### src/design/usb_port_pkg.sv
package usb_port_pkg;

  localparam int ADDR_W = 8;
  localparam int DATA_W = 32;

  // register offsets
  localparam logic [7:0] PORT_SC_OFS  = 8'h00;
  localparam logic [7:0] HOST_STS_OFS = 8'h04;

  // port status and control fields
  localparam int CONN_BIT  = 0;
  localparam int PEN_BIT   = 2;
  localparam int FRES_BIT  = 6;
  localparam int SUSP_BIT  = 7;
  localparam int PRST_BIT  = 8;
  localparam int LN_DM_BIT = 10;
  localparam int LN_DP_BIT = 11;
  localparam int PPWR_BIT  = 12;

  // host status register field
  localparam int STOP_BIT  = 12;

  // values after reset
  localparam logic PEN_RST  = 1'b0;
  localparam logic FRES_RST = 1'b0;
  localparam logic PRST_RST = 1'b0;
  localparam logic PPWR_RST = 1'b0;

  // line state and port state codes, {enable, suspend}
  localparam logic [1:0] LN_K    = 2'h1;
  localparam logic [1:0] PS_DIS  = 2'h0;
  localparam logic [1:0] PS_EN   = 2'h2;
  localparam logic [1:0] PS_SUSP = 2'h3;

  // synchronised pin lanes
  localparam int SYNC_W  = 4;
  localparam int SY_DP   = 0;
  localparam int SY_DM   = 1;
  localparam int SY_CONN = 2;
  localparam int SY_HS   = 3;

  // timing
  localparam int CLK_MHZ        = 50;
  localparam int T_RST_END_US   = 10;
  localparam int RST_END_CYC    = T_RST_END_US * CLK_MHZ;
  localparam int T_RST_LIMIT_MS = 2;
  localparam int RST_LIMIT_CYC  = T_RST_LIMIT_MS * 1000 * CLK_MHZ;

  typedef enum logic [1:0] {
    st_disabled,
    st_enabled,
    st_susp_wait,
    st_suspended
  } port_st_e;

  typedef enum logic [1:0] {
    sq_idle,
    sq_drive,
    sq_finish
  } seq_st_e;

endpackage

### src/design/reset_seq_if.sv
`timescale 1ns/1ps
`default_nettype none
interface reset_seq_if;
  logic start;    // begin bus reset signalling
  logic rel;      // software ended the reset
  logic abort;    // port power off
  logic hs;       // high-speed handshake seen
  logic halted;   // controller stopped
  logic busy;     // reset still in progress
  logic drive;    // reset signalling on the wire
  logic done;     // reset complete, one cycle
  logic done_hs;  // high-speed result at completion
  modport seq (input start, rel, abort, hs, halted,
               output busy, drive, done, done_hs);
  modport ctl (output start, rel, abort, hs, halted,
               input busy, drive, done, done_hs);
endinterface
`default_nettype wire

### src/design/line_sync.sv
`timescale 1ns/1ps
`default_nettype none
module line_sync #(
  parameter int W = 4
) (
  input  wire logic         clk,     // system clock
  input  wire logic         resetn,  // async reset, active low
  input  wire logic [W-1:0] d,       // asynchronous inputs
  output logic      [W-1:0] q        // synchronised outputs
);
  genvar i;
  generate
    for (i = 0; i < W; i++) begin : g_bit
      logic s1_r;
      logic s2_r;
      always_ff @(posedge clk or negedge resetn) begin
        if (!resetn) begin
          s1_r <= 1'b0;
          s2_r <= 1'b0;
        end else begin
          s1_r <= d[i];
          s2_r <= s1_r;
        end
      end
      assign q[i] = s2_r;
    end
  endgenerate
endmodule
`default_nettype wire

### src/design/bus_reset_seq.sv
`timescale 1ns/1ps
`default_nettype none
module bus_reset_seq
  import usb_port_pkg::*;
#(
  parameter int END_CYC = RST_END_CYC
) (
  input  wire logic clk,     // system clock
  input  wire logic resetn,  // async reset, active low
  reset_seq_if.seq  rif      // link to port control
);
  localparam int CW = $clog2(END_CYC + 1);

  seq_st_e       st_r;
  seq_st_e       st_nxt;
  logic [CW-1:0] cnt_r;
  logic [CW-1:0] cnt_nxt;
  logic          drive_r;
  logic          drive_nxt;
  logic          done_r;
  logic          done_nxt;
  logic          hs_r;
  logic          hs_nxt;

  always_comb begin
    st_nxt   = st_r;
    cnt_nxt  = cnt_r;
    done_nxt = 1'b0;
    hs_nxt   = hs_r;
    case (st_r)
      sq_idle: begin
        st_nxt = sq_idle;
      end
      sq_drive: begin
        if (rif.rel) begin
          st_nxt  = sq_finish;
          cnt_nxt = '0;
        end
      end
      sq_finish: begin
        // a stopped controller keeps the reset pending
        if (!rif.halted) begin
          if (cnt_r == CW'(END_CYC - 1)) begin
            st_nxt   = sq_idle;
            done_nxt = 1'b1;
            hs_nxt   = rif.hs;
          end else begin
            cnt_nxt = cnt_r + 1'b1;
          end
        end
      end
      default: begin
        st_nxt = sq_idle;
      end
    endcase
    if (rif.start) begin
      st_nxt   = sq_drive;
      done_nxt = 1'b0;
    end
    if (rif.abort) begin
      st_nxt   = sq_idle;
      done_nxt = 1'b0;
    end
    drive_nxt = (st_nxt == sq_drive);
  end

  always_ff @(posedge clk or negedge resetn) begin
    if (!resetn) begin
      st_r    <= sq_idle;
      cnt_r   <= '0;
      drive_r <= 1'b0;
      done_r  <= 1'b0;
      hs_r    <= 1'b0;
    end else begin
      st_r    <= st_nxt;
      cnt_r   <= cnt_nxt;
      drive_r <= drive_nxt;
      done_r  <= done_nxt;
      hs_r    <= hs_nxt;
    end
  end

  assign rif.busy    = (st_r != sq_idle);
  assign rif.drive   = drive_r;
  assign rif.done    = done_r;
  assign rif.done_hs = hs_r;
endmodule
`default_nettype wire

### src/design/usb_root_port.sv
// Behaviour
// - state from enable and suspend: 0X disabled, 10 enabled, 11 suspended
// - a suspended port blocks all downstream data except reset signalling
// - suspend during a transaction takes effect when that transaction ends
// - a suspended port still watches the line for resume signalling
// - suspend bit reads one only once the port is really suspended
// - writing zero to the suspend bit changes nothing
// - suspend clears on force-resume falling or port reset rising
// - suspend reads zero whenever port power is off
// - port reset rising starts bus reset; clearing it ends the signalling (a write that also turns power on sets the bit but starts no bus reset)
// - port reset keeps reading one until the reset really finished
// - a high-speed port is enabled automatically when reset completes
// - reset completes and settles within 2 ms of software clearing it
// - reset may stay pending while the controller is stopped
// - port reset reads zero whenever port power is off
// - line state shows D+ at bit 11 and D- at bit 10
// - line state is meaningless and disregarded while power is off
//
// Our own choices: the strobed register port and the placing of the registers.
`timescale 1ns/1ps
`default_nettype none
module usb_root_port
  import usb_port_pkg::*;
#(
  parameter int RST_LIMIT = RST_LIMIT_CYC,  // settle bound after reset
  parameter int RST_END   = RST_END_CYC     // reset completion delay
) (
  input  wire logic              clk,                // 50 MHz clock
  input  wire logic              resetn,             // async, active low
  input  wire logic [ADDR_W-1:0] addr,               // register address
  input  wire logic [DATA_W-1:0] wdata,              // write data
  input  wire logic              wr,                 // write strobe
  input  wire logic              rd,                 // read strobe
  output logic      [DATA_W-1:0] rdata,              // read data, next cycle
  input  wire logic              dp_pin,             // D+ line level
  input  wire logic              dm_pin,             // D- line level
  input  wire logic              connect_pin,        // device attached
  input  wire logic              hs_chirp_pin,       // high-speed handshake
  input  wire logic              txn_active,         // transaction running
  input  wire logic              controller_stopped, // controller halted
  output logic                   bus_reset_drive,    // drive bus reset
  output logic                   downstream_block,   // gate downstream data
  output logic      [1:0]        port_state          // {enable, suspend}
);

  reset_seq_if rif();

  logic [SYNC_W-1:0] pins_raw;
  logic [SYNC_W-1:0] pins_s;

  assign pins_raw = {hs_chirp_pin, connect_pin, dm_pin, dp_pin};

  line_sync #(.W(SYNC_W)) u_sync (
    .clk    (clk),
    .resetn (resetn),
    .d      (pins_raw),
    .q      (pins_s)
  );

  bus_reset_seq #(.END_CYC(RST_END)) u_seq (
    .clk    (clk),
    .resetn (resetn),
    .rif    (rif)
  );

  port_st_e          st_r;
  port_st_e          st_nxt;
  logic              pen_r;
  logic              pen_nxt;
  logic              fres_r;
  logic              fres_nxt;
  logic              prst_r;
  logic              prst_nxt;
  logic              ppwr_r;
  logic              ppwr_nxt;
  logic              blk_r;
  logic              blk_nxt;
  logic [1:0]        ps_r;
  logic [1:0]        ps_nxt;
  logic [DATA_W-1:0] rdata_r;
  logic [DATA_W-1:0] rdata_nxt;

  logic              wr_sc;
  logic              rd_sc;
  logic              start;
  logic              rel;
  logic              fres_fall;
  logic              susp_req;
  logic              resume_k;
  logic              prst_rd;
  logic              susp_rd;
  logic [1:0]        lstate;

  assign wr_sc = wr && (addr == PORT_SC_OFS);
  assign rd_sc = rd && (addr == PORT_SC_OFS);

  // line state is forced quiet without power so nothing acts on it
  assign lstate = ppwr_r ? {pins_s[SY_DP], pins_s[SY_DM]}
                         : 2'h0;

  assign start     = wr_sc && wdata[PRST_BIT] && !prst_r && ppwr_r;
  assign rel       = wr_sc && !wdata[PRST_BIT] && prst_r;
  assign fres_fall = wr_sc && fres_r && !wdata[FRES_BIT];
  // only a one requests suspend; a zero is no request at all
  assign susp_req  = wr_sc && wdata[SUSP_BIT] && pen_r;
  assign resume_k  = (st_r == st_suspended) && (lstate == LN_K);
  assign prst_rd   = ppwr_r && (prst_r || rif.busy);
  assign susp_rd   = ppwr_r && (st_r == st_suspended);

  assign rif.start  = start;
  assign rif.rel    = rel;
  assign rif.abort  = !ppwr_r;
  assign rif.hs     = pins_s[SY_HS];
  assign rif.halted = controller_stopped;

  always_comb begin
    ppwr_nxt = wr_sc ? wdata[PPWR_BIT] : ppwr_r;
    prst_nxt = wr_sc ? wdata[PRST_BIT] : prst_r;
    fres_nxt = wr_sc ? wdata[FRES_BIT] : fres_r;
    if (resume_k) begin
      fres_nxt = 1'b1;                 // resume wins over a clear
    end
    pen_nxt = pen_r;
    if (wr_sc && !wdata[PEN_BIT]) begin
      pen_nxt = 1'b0;
    end
    if (start) begin
      pen_nxt = 1'b0;
    end
    if (rif.done && rif.done_hs) begin
      pen_nxt = 1'b1;
    end

    st_nxt = st_r;
    case (st_r)
      st_disabled: begin
        if (pen_nxt) begin
          st_nxt = st_enabled;
        end
      end
      st_enabled: begin
        if (susp_req) begin
          // a running transaction is allowed to finish first
          st_nxt = txn_active ? st_susp_wait : st_suspended;
        end
      end
      st_susp_wait: begin
        if (!txn_active) begin
          st_nxt = st_suspended;
        end
      end
      st_suspended: begin
        st_nxt = st_suspended;
      end
      default: begin
        st_nxt = st_disabled;
      end
    endcase
    if (fres_fall || start) begin
      st_nxt = st_enabled;
    end
    if (!pen_nxt) begin
      st_nxt = st_disabled;
    end
    if (!ppwr_nxt) begin
      st_nxt   = st_disabled;
      prst_nxt = 1'b0;
      pen_nxt  = 1'b0;
      fres_nxt = 1'b0;
    end

    blk_nxt = (st_nxt == st_suspended);
    ps_nxt  = {pen_nxt, st_nxt == st_suspended};

    rdata_nxt = '0;
    if (rd_sc) begin
      rdata_nxt[CONN_BIT]  = pins_s[SY_CONN];
      rdata_nxt[PEN_BIT]   = pen_r;
      rdata_nxt[FRES_BIT]  = fres_r;
      rdata_nxt[SUSP_BIT]  = susp_rd;
      rdata_nxt[PRST_BIT]  = prst_rd;
      rdata_nxt[LN_DP_BIT] = lstate[1];
      rdata_nxt[LN_DM_BIT] = lstate[0];
      rdata_nxt[PPWR_BIT]  = ppwr_r;
    end else if (rd && (addr == HOST_STS_OFS)) begin
      rdata_nxt[STOP_BIT]  = controller_stopped;
    end
  end

  always_ff @(posedge clk or negedge resetn) begin
    if (!resetn) begin
      st_r    <= st_disabled;
      pen_r   <= PEN_RST;
      fres_r  <= FRES_RST;
      prst_r  <= PRST_RST;
      ppwr_r  <= PPWR_RST;
      blk_r   <= 1'b0;
      ps_r    <= PS_DIS;
      rdata_r <= '0;
    end else begin
      st_r    <= st_nxt;
      pen_r   <= pen_nxt;
      fres_r  <= fres_nxt;
      prst_r  <= prst_nxt;
      ppwr_r  <= ppwr_nxt;
      blk_r   <= blk_nxt;
      ps_r    <= ps_nxt;
      rdata_r <= rdata_nxt;
    end
  end

  assign rdata            = rdata_r;
  assign downstream_block = blk_r;
  assign port_state       = ps_r;
  assign bus_reset_drive  = rif.drive;

  // cycles spent finishing a reset, counted from zero again whenever the controller is stopped
  logic [31:0] lim_cnt_r;
  logic [31:0] lim_cnt_nxt;

  always_comb begin
    lim_cnt_nxt = '0;
    if (rif.busy && !prst_r && !controller_stopped) begin
      lim_cnt_nxt = lim_cnt_r + 32'h0000_0001;
    end
  end

  always_ff @(posedge clk or negedge resetn) begin
    if (!resetn) begin
      lim_cnt_r <= '0;
    end else begin
      lim_cnt_r <= lim_cnt_nxt;
    end
  end

  logic keep_port;
  assign keep_port = wr_sc && wdata[PEN_BIT] && wdata[PPWR_BIT]
                     && !start && !fres_fall && ppwr_r;
endmodule
`default_nettype wire

### config.mk
export PLATFORM = sky130hd
export DESIGN_NAME = usb_root_port
export DESIGN_NICKNAME = d
export VERILOG_FILES = /design/src/design/usb_port_pkg.sv /design/src/design/reset_seq_if.sv /design/src/design/line_sync.sv /design/src/design/bus_reset_seq.sv /design/src/design/usb_root_port.sv
export SDC_FILE = /design/constraint.sdc
export NUM_CORES = 1
export LEC_CHECK = 0
export BUFFER_PORTS_ARGS = -buffer_cell sky130_fd_sc_hd__buf_2
export CORE_MARGIN = 2
export CORE_UTILIZATION = 42
export CTS_BUF_LIST = sky130_fd_sc_hd__clkbuf_4 sky130_fd_sc_hd__clkbuf_8 sky130_fd_sc_hd__clkbuf_16
export DETAILED_ROUTE_END_ITERATION = 16
export MAX_ROUTING_LAYER = met4
export PLACE_DENSITY = 0.76
export SLEW_MARGIN = 25
export SYNTH_ARGS = -nofsm -noshare
export SYNTH_HDL_FRONTEND = slang
export SYNTH_SLANG_ARGS = --single-unit
### constraint.sdc
create_clock -name clk -period 1.75 [get_ports clk]
set_input_delay 0.2625 -clock clk [delete_from_list [all_inputs] [get_ports clk]]
set_output_delay 0.2625 -clock clk [all_outputs]
set_load 0.1 [all_outputs]
==> results.sh, run 1 <==
export IMPL_post_route_cells_drive_above_1_share_pct=30.43
export IMPL_hold_class="input pin to asynchronous set/reset pin"
export IMPL_final_min_period_over_clock_period_pct=95.00
export IMPL_worst_path_max_fanout=5
export IMPL_portBuffers=34
export IMPL_worst_setup_path_end_kind="flop"
export IMPL_drt_pass1_iterations=4
export IMPL_dr_first_iter_drc_count=84
export IMPL_post_synth_num_cell_types=42
export IMPL_grt_pass1_vias=1365
export IMPL_initial_core_util_pct=43.42
export IMPL_detailroute_via_count=1455
export IMPL_die_height_microns=71.09
export IMPL_clk_latency_ps=290
export IMPL_number_of_nets_with_antenna_violations_after_routing=0
export IMPL_grt_antenna_before_repair=0
export IMPL_synth_adder_area_share_pct=2.647
export IMPL_xor_and_xnor_area_share_after_synthesis_pct=0
export IMPL_clk_tree_root_cell="clkbuf_8"
export IMPL_h_tree_depth=2
export IMPL_hold_buffers=0
export IMPL_vdd_ir_drop_worst_uv=599.2
export IMPL_worst_ep_arrival_time_ps=1810
export IMPL_post_layout_nonfiller_instances=282
export IMPL_finClkSkew_ps=6.754
export IMPL_synthArstFlopShare_pct=100.0
export IMPL_num_clock_sinks=37
export IMPL_wl_microns=3674
export IMPL_placeableCoreArea_sq_um=4354
export IMPL_synth_largest_area_cell="dfrtp_1"
export IMPL_detailedPlacementHpwl_microns=2641
export IMPL_post_synth_and_or_nand_nor_area_fraction_pct=20.32
export IMPL_num_antenna_cells=0
export IMPL_final_nets=283
export IMPL_mux_cell_area_share_after_synthesis_pct=1.655
export IMPL_worstSetupPathType="input pin to flop"
export IMPL_dominant_combinational_cell_family_by_area_after_synthesis="simple AND/OR/NAND/NOR gates"
export IMPL_synth_compound_area_share_pct=13.24
export IMPL_grt_overflow=0
export IMPL_synthesis_area_per_instance_sq_um=10.39
export IMPL_synth_enable_flop_cells=0
export IMPL_tns_ps=0
export IMPL_number_of_warning_messages_in_the_yosys_log=0
export IMPL_yosysSeqAreaShare_pct=48.97
export IMPL_dieArea_sq_um=5054
export IMPL_io_pins=86
export IMPL_number_of_remaining_drc_errors=0
export IMPL_cellPowerDensity_nw_per_um2=824.3
export IMPL_tritoncts_num_buffers=5
export IMPL_final_hold_violation_count=0
export IMPL_die_width_microns=71.09
export IMPL_worstSetupStartpointType="input pin"
export IMPL_clock_path_buffers=2
export IMPL_run_status="complete, no violations"
export IMPL_synth_top_cell_area_share_pct=48.97
export IMPL_detailedPlace_worstSlack_ps=-201.2
export IMPL_cts_clk_slew_worst_paths_ps=80
export IMPL_setup_viol_count_final=0
export IMPL_routabilityCongestion=0.8604
export IMPL_nFillCells=401
export IMPL_startpoint="addr[5]"
export IMPL_postSynthRegisterBits=37
export IMPL_synth_area_top_cells="dfrtp_1, buf_4, a31oi_1"
export IMPL_setup_ws_post_layout_ps=87.42
export IMPL_min_period_ps=1663
export IMPL_instance_count_after_placement_with_tap_cells_included=274
export IMPL_gr_usage_all_layers_pct=15.66
export IMPL_grt_pass1_wl_microns=5982
export IMPL_syn_area_sq_um=1891
export IMPL_p_total_mw=1.833
export IMPL_req_time_crit_path_ps=1900
export IMPL_max_fclk_mhz=601.5
export IMPL_yosysMostFrequentCell="dfrtp_1"
export IMPL_postSynth_topFlopCell="dfrtp_1"
export IMPL_crit_reg2reg_launch="u_seq.cnt_r[0]"
export IMPL_maxSlewViolCount=0
export IMPL_route_detailed_vias_per_inst=5.160
export IMPL_drt_wirelength_per_cell_microns=13.03
export IMPL_max_cap_violations=0
export IMPL_post_layout_utilization_of_the_core_pct=51.06
export IMPL_areaGrowthSynthToFinish_pct=17.60
export IMPL_netlist_instances=182
export IMPL_grt_start_max_net_pins=38
export IMPL_placement_rows=24
export IMPL_power_leakage_nw=1.078
export IMPL_commonest_cells_in_the_synthesized_netlist="dfrtp_1, buf_4, a31oi_1"
export IMPL_clock_tree_from_tritoncts="done"
critical path, cell delays in order:
cell and delay (ps):
buf_2 100, or4_4 580, nor3_4 290, mux2i_1 460
nor3_1 120
cell type report:
type	count	area, sq um	share of cell area (%)
clock buffers	7	96.34	4.333
clock inverters	1	5.005	0.2251
inverters	8	30.03	1.351
multi-input cells	129	825.8	37.14
flip-flops and latches	37	925.9	41.64
well taps	52	65.06	2.926
repair buffers	48	275.3	12.38
per-stage QoR:
stage                     hold WS (ps)  instance area, sq um
after floorplan                 -33.09                  1989
after global placement           329.5                  2113
after detailed placement         335.4                  2113
after CTS                        29.32                  2215
after global routing             48.04                  2223
final                            12.64                  2223
flip-flops by register name (all words and copies together) (netlist names):
signal and flops:
u_seq.st_r 2, port_state 1, u_seq.rif.done 1, ppwr_r 1, st_r 2, fres_r 1
pen_r 1, u_seq.rif.drive 1, u_seq.rif.done_hs 1, rdata 8, prst_r 1, u_sync.g_bit.s1_r 4
u_seq.cnt_r 9, u_sync.g_bit.s2_r 4
cells in the final DEF (no fill, tap or decap), types with 2 or more instances in the layout:
cell      count
inv_1         8
nand3_1       6
ha_1          3
o21ai_0       7
nor2_1        8
nand2b_1      3
nand4_1       8
a31oi_1      13
nor2b_1       3
o211ai_1      3
nor4_1        4
dfrtp_1      37
mux2i_1       2
and2_1        4
or4_4         2
nand2_1       6
a21oi_1       2
conb_1       24
nor3_1        3
buf_4        14
and3_1        6
or2_2         2
buf_2        34
clkbuf_8      7
layer usage:
layer	wire length [microns]	up-vias	global-route usage, %
met5	0	-	-
met4	64	0	6.918
met3	208	7	3.134
met2	1697	52	24.09
met1	1703	694	20.09
li1	-	702	-
cell families after synthesis:
logic type,after synthesis
AND/OR/NAND/NOR,63
multiplexers,3
adder cells (fa/ha/maj),4
AO/OA/AOI/OAI,35
flip-flops,37
other,1
buffers and inverters,39
where the power goes:
part	switching [mW]	total (mW)	internal [mW]
Combinational	0.270	0.303	0.0331
Clock	0.306	0.662	0.356
Sequential	0.00312	0.868	0.865
Total	0.579	1.83	1.25
final timing paths:
check	cells after the start	endpoint	slack (ps)
setup reg to reg	5	u_seq.cnt_r[3]	110
setup / recovery	5	st_r[1]	90
min in group clk	1	u_sync.g_bit[3].s1_r	80
max in group asynchronous	2	u_seq.rif.done_hs	1420
hold reg to reg	0	u_sync.g_bit[0].s2_r	350
hold / removal	2	rdata[12]	10
timing repair:
action,in CTS,in global routing
resized for setup,0,3
setup buffers,0,0
endpoints found under the setup margin,0,10
Power figures use the tool's default switching activity.
==> run 2: changes to the inputs <==
--- a/config.mk
+++ b/config.mk
@@ -5,13 +5,14 @@
 export SDC_FILE = /design/constraint.sdc
 export NUM_CORES = 1
 export LEC_CHECK = 0
+export ABC_AREA = 1
 export BUFFER_PORTS_ARGS = -buffer_cell sky130_fd_sc_hd__buf_2
 export CORE_MARGIN = 2
 export CORE_UTILIZATION = 42
 export CTS_BUF_LIST = sky130_fd_sc_hd__clkbuf_4 sky130_fd_sc_hd__clkbuf_8 sky130_fd_sc_hd__clkbuf_16
 export DETAILED_ROUTE_END_ITERATION = 16
 export MAX_ROUTING_LAYER = met4
-export PLACE_DENSITY = 0.76
+export PLACE_DENSITY = 0.75
 export SLEW_MARGIN = 25
 export SYNTH_ARGS = -nofsm -noshare
 export SYNTH_HDL_FRONTEND = slang
==> results.sh, run 2 <==
export IMPL_run_status="complete, no violations"
export IMPL_detailedPlace_worstSlack_ps=260.7
export IMPL_max_cap_violations=0
export IMPL_worst_path_max_fanout=10
export IMPL_post_synth_num_cell_types=27
export IMPL_clk_latency_ps=290
export IMPL_cellPowerDensity_nw_per_um2=880.9
export IMPL_min_period_ps=1513
export IMPL_maxSlewViolCount=0
export IMPL_worstSetupPathType="flop to flop"
export IMPL_detailroute_via_count=1429
export IMPL_wl_microns=3275
export IMPL_yosysMostFrequentCell="nand2_1"
export IMPL_clock_path_buffers=2
export IMPL_number_of_warning_messages_in_the_yosys_log=0
export IMPL_register_area_sq_um=925.9
export IMPL_cts_repair_resize_count=0
export IMPL_finClkSkew_ps=4.755
export IMPL_routabilityCongestion=0.7939
export IMPL_detailedPlacementHpwl_microns=2583
export IMPL_final_hold_violation_count=0
export IMPL_final_nets=322
export IMPL_die_width_microns=71.73
export IMPL_synthesis_area_per_instance_sq_um=8.451
export IMPL_synth_top_cell_area_share_pct=48.05
export IMPL_post_layout_utilization_of_the_core_pct=50.26
export IMPL_yosysSeqAreaShare_pct=48.05
export IMPL_commonest_cells_in_the_synthesized_netlist="nand2_1, dfrtp_1, inv_1"
export IMPL_top_register="u_seq.cnt_r"
export IMPL_num_clock_sinks=37
export IMPL_grt_antenna_before_repair=0
export IMPL_initial_core_util_pct=43.95
export IMPL_number_of_nets_with_antenna_violations_after_routing=0
export IMPL_hold_buffers=1
export IMPL_synth_enable_flop_cells=0
export IMPL_mostFrequentLayoutCell="nand2_1"
export IMPL_final_min_period_over_clock_period_pct=86.45
export IMPL_postSynth_topFlopCell="dfrtp_1"
export IMPL_post_route_cells_drive_above_1_share_pct=23.05
export IMPL_worstSetupStartpointType="flop"
export IMPL_req_time_crit_path_ps=1930
export IMPL_grt_start_max_net_pins=21
export IMPL_switching_share_pct=29.04
export IMPL_grt_pass1_vias=1317
export IMPL_num_antenna_cells=0
export IMPL_setup_ws_post_layout_ps=237.1
export IMPL_gr_usage_all_layers_pct=15.03
export IMPL_power_leakage_nw=1.167
export IMPL_route_detailed_vias_per_inst=4.452
export IMPL_die_height_microns=71.73
export IMPL_grt_pass1_wl_microns=5637
export IMPL_multi_input_area_sq_um=752.0
export IMPL_synth_area_top_cells="dfrtp_1, buf_4, nand2_1"
export IMPL_clock_tree_from_tritoncts="done"
export IMPL_postSynthRegisterBits=37
export IMPL_internal_power_mw=1.377
export IMPL_drt_pass1_iterations=4
export IMPL_dieArea_sq_um=5145
export IMPL_areaGrowthSynthToFinish_pct=14.35
export IMPL_commonest_non_fill_non_tap_cells_in_the_layout="nand2_1, dfrtp_1, buf_2"
export IMPL_synthArstFlopShare_pct=100.0
export IMPL_number_of_remaining_drc_errors=0
export IMPL_grt_overflow=0
export IMPL_p_total_mw=1.941
export IMPL_h_tree_depth=2
export IMPL_worst_ep_arrival_time_ps=1690
export IMPL_nFillCells=421
export IMPL_setup_viol_count_final=0
export IMPL_p_seq_share_pct=44.9
export IMPL_placeableCoreArea_sq_um=4384
export IMPL_reg2reg_slack_ps=240
export IMPL_netlist_instances=228
export IMPL_tns_ps=0
export IMPL_largest_register_ff_count=9
export IMPL_hold_ws_ps=70.07
export IMPL_combPwrFrac_pct=15.3
export IMPL_max_fclk_mhz=661.0
export IMPL_vdd_ir_drop_worst_uv=489.0
export IMPL_synth_largest_area_cell="dfrtp_1"
export IMPL_io_pins=86
export IMPL_rsz0062_at_grt="no"
export IMPL_worst_setup_path_end_kind="flop"
export IMPL_tritoncts_num_buffers=5
export IMPL_cts_repair_timing_setup_buffer_count=0
export IMPL_cts_clk_slew_worst_paths_ps=70
export IMPL_placement_rows=24
export IMPL_clk_tree_root_cell="clkbuf_8"
export IMPL_hold_class="input pin to flop"
export IMPL_portBuffers=34
export IMPL_clock_power_share_pct=39.7
export IMPL_dr_first_iter_drc_count=140
export IMPL_drt_wirelength_per_cell_microns=10.20
export IMPL_syn_area_sq_um=1927
export IMPL_switching_power_mw=0.5635
-- run 2: cell count changes after synthesis, moves of 6 or more --
| cell | before | now |
|---|---|---|
| nand4_1 | 8 | 2 |
| and3_1 | 6 | 0 |
| nand3_1 | 6 | 18 |
| inv_1 | 8 | 32 |
| nand2_1 | 6 | 42 |
| a31oi_1 | 13 | 0 |
| nor2_1 | 8 | 26 |
-- run 2: layer usage --
layer	part of all wire, %	vias to the layer above	global-route usage [%]	routed length [microns]
li1	-	738	-	-
met2	45	45	22.02	1472
met5	0	-	-	0
met1	45	640	18.06	1480
met4	2.4	0	7.547	78
met3	7.4	6	5.767	242
-- run 2: critical path: stages (launching register included) --
cell,delay (ps)
dfrtp_1,370
ha_1,240
nand2_1,90
nor2_1,180
nand2_1,70
nand2_1,70
o21ai_2,60
nand2_4,130
inv_6,70
nand3_1,60
o21ai_1,60
-- run 2: power groups by stage --
stage,clock network (mW),logic (mW),registers (mW)
2_1_floorplan,0,0.285,0.888
5_1_grt,0.824,0.311,0.872
3_5_place_dp,0,0.296,0.888
4_1_cts,0.786,0.298,0.872
6_report,0.771,0.298,0.872
3_3_place_gp,0,0.295,0.888
-- run 2: cell type report --
class | instances | area share (%)
Multi-Input combinational cell | 153 | 34.13
Sequential cell | 37 | 42.02
Clock inverter | 1 | 1.363
Timing Repair Buffer | 37 | 9.426
Tap cell | 52 | 2.953
Clock buffer | 7 | 4.089
Inverter | 34 | 6.019
-- run 2: path summary, 6_finish.rpt --
kind	startpoint	endpoint	cells past startpoint
setup / recovery	u_seq.cnt_r[0]	u_seq.cnt_r[0]	10
hold / removal	dp_pin	u_sync.g_bit[0].s1_r	1
setup reg to reg	u_seq.cnt_r[0]	u_seq.cnt_r[0]	10
hold reg to reg	u_sync.g_bit[3].s1_r	u_sync.g_bit[3].s2_r	0
max in group asynchronous	resetn	u_seq.cnt_r[5]	3
min in group asynchronous	resetn	u_sync.g_bit[2].s2_r	2
-- run 2: per-stage QoR --
stage / instance area [sq um] / cells
after CTS: 2203 / 321
after floorplan: 2013 / 251
final: 2203 / 321
after global routing: 2203 / 321
after detailed placement: 2073 / 312
after global placement: 2073 / 312
-- run 2: logic make-up (layout without fill, tap and decap cells) --
kind of cell | Yosys count | after routing | share of synthesized area [%]
buffers and inverters | 61 | 79 | 17.40
AO/OA/AOI/OAI | 18 | 18 | 5.585
multiplexers | 1 | 1 | 0.5844
flip-flops | 37 | 37 | 48.05
other | 1 | 24 | 0.1946
AND/OR/NAND/NOR | 102 | 102 | 23.77
adder cells (fa/ha/maj) | 4 | 4 | 2.598
XOR/XNOR | 4 | 4 | 1.818
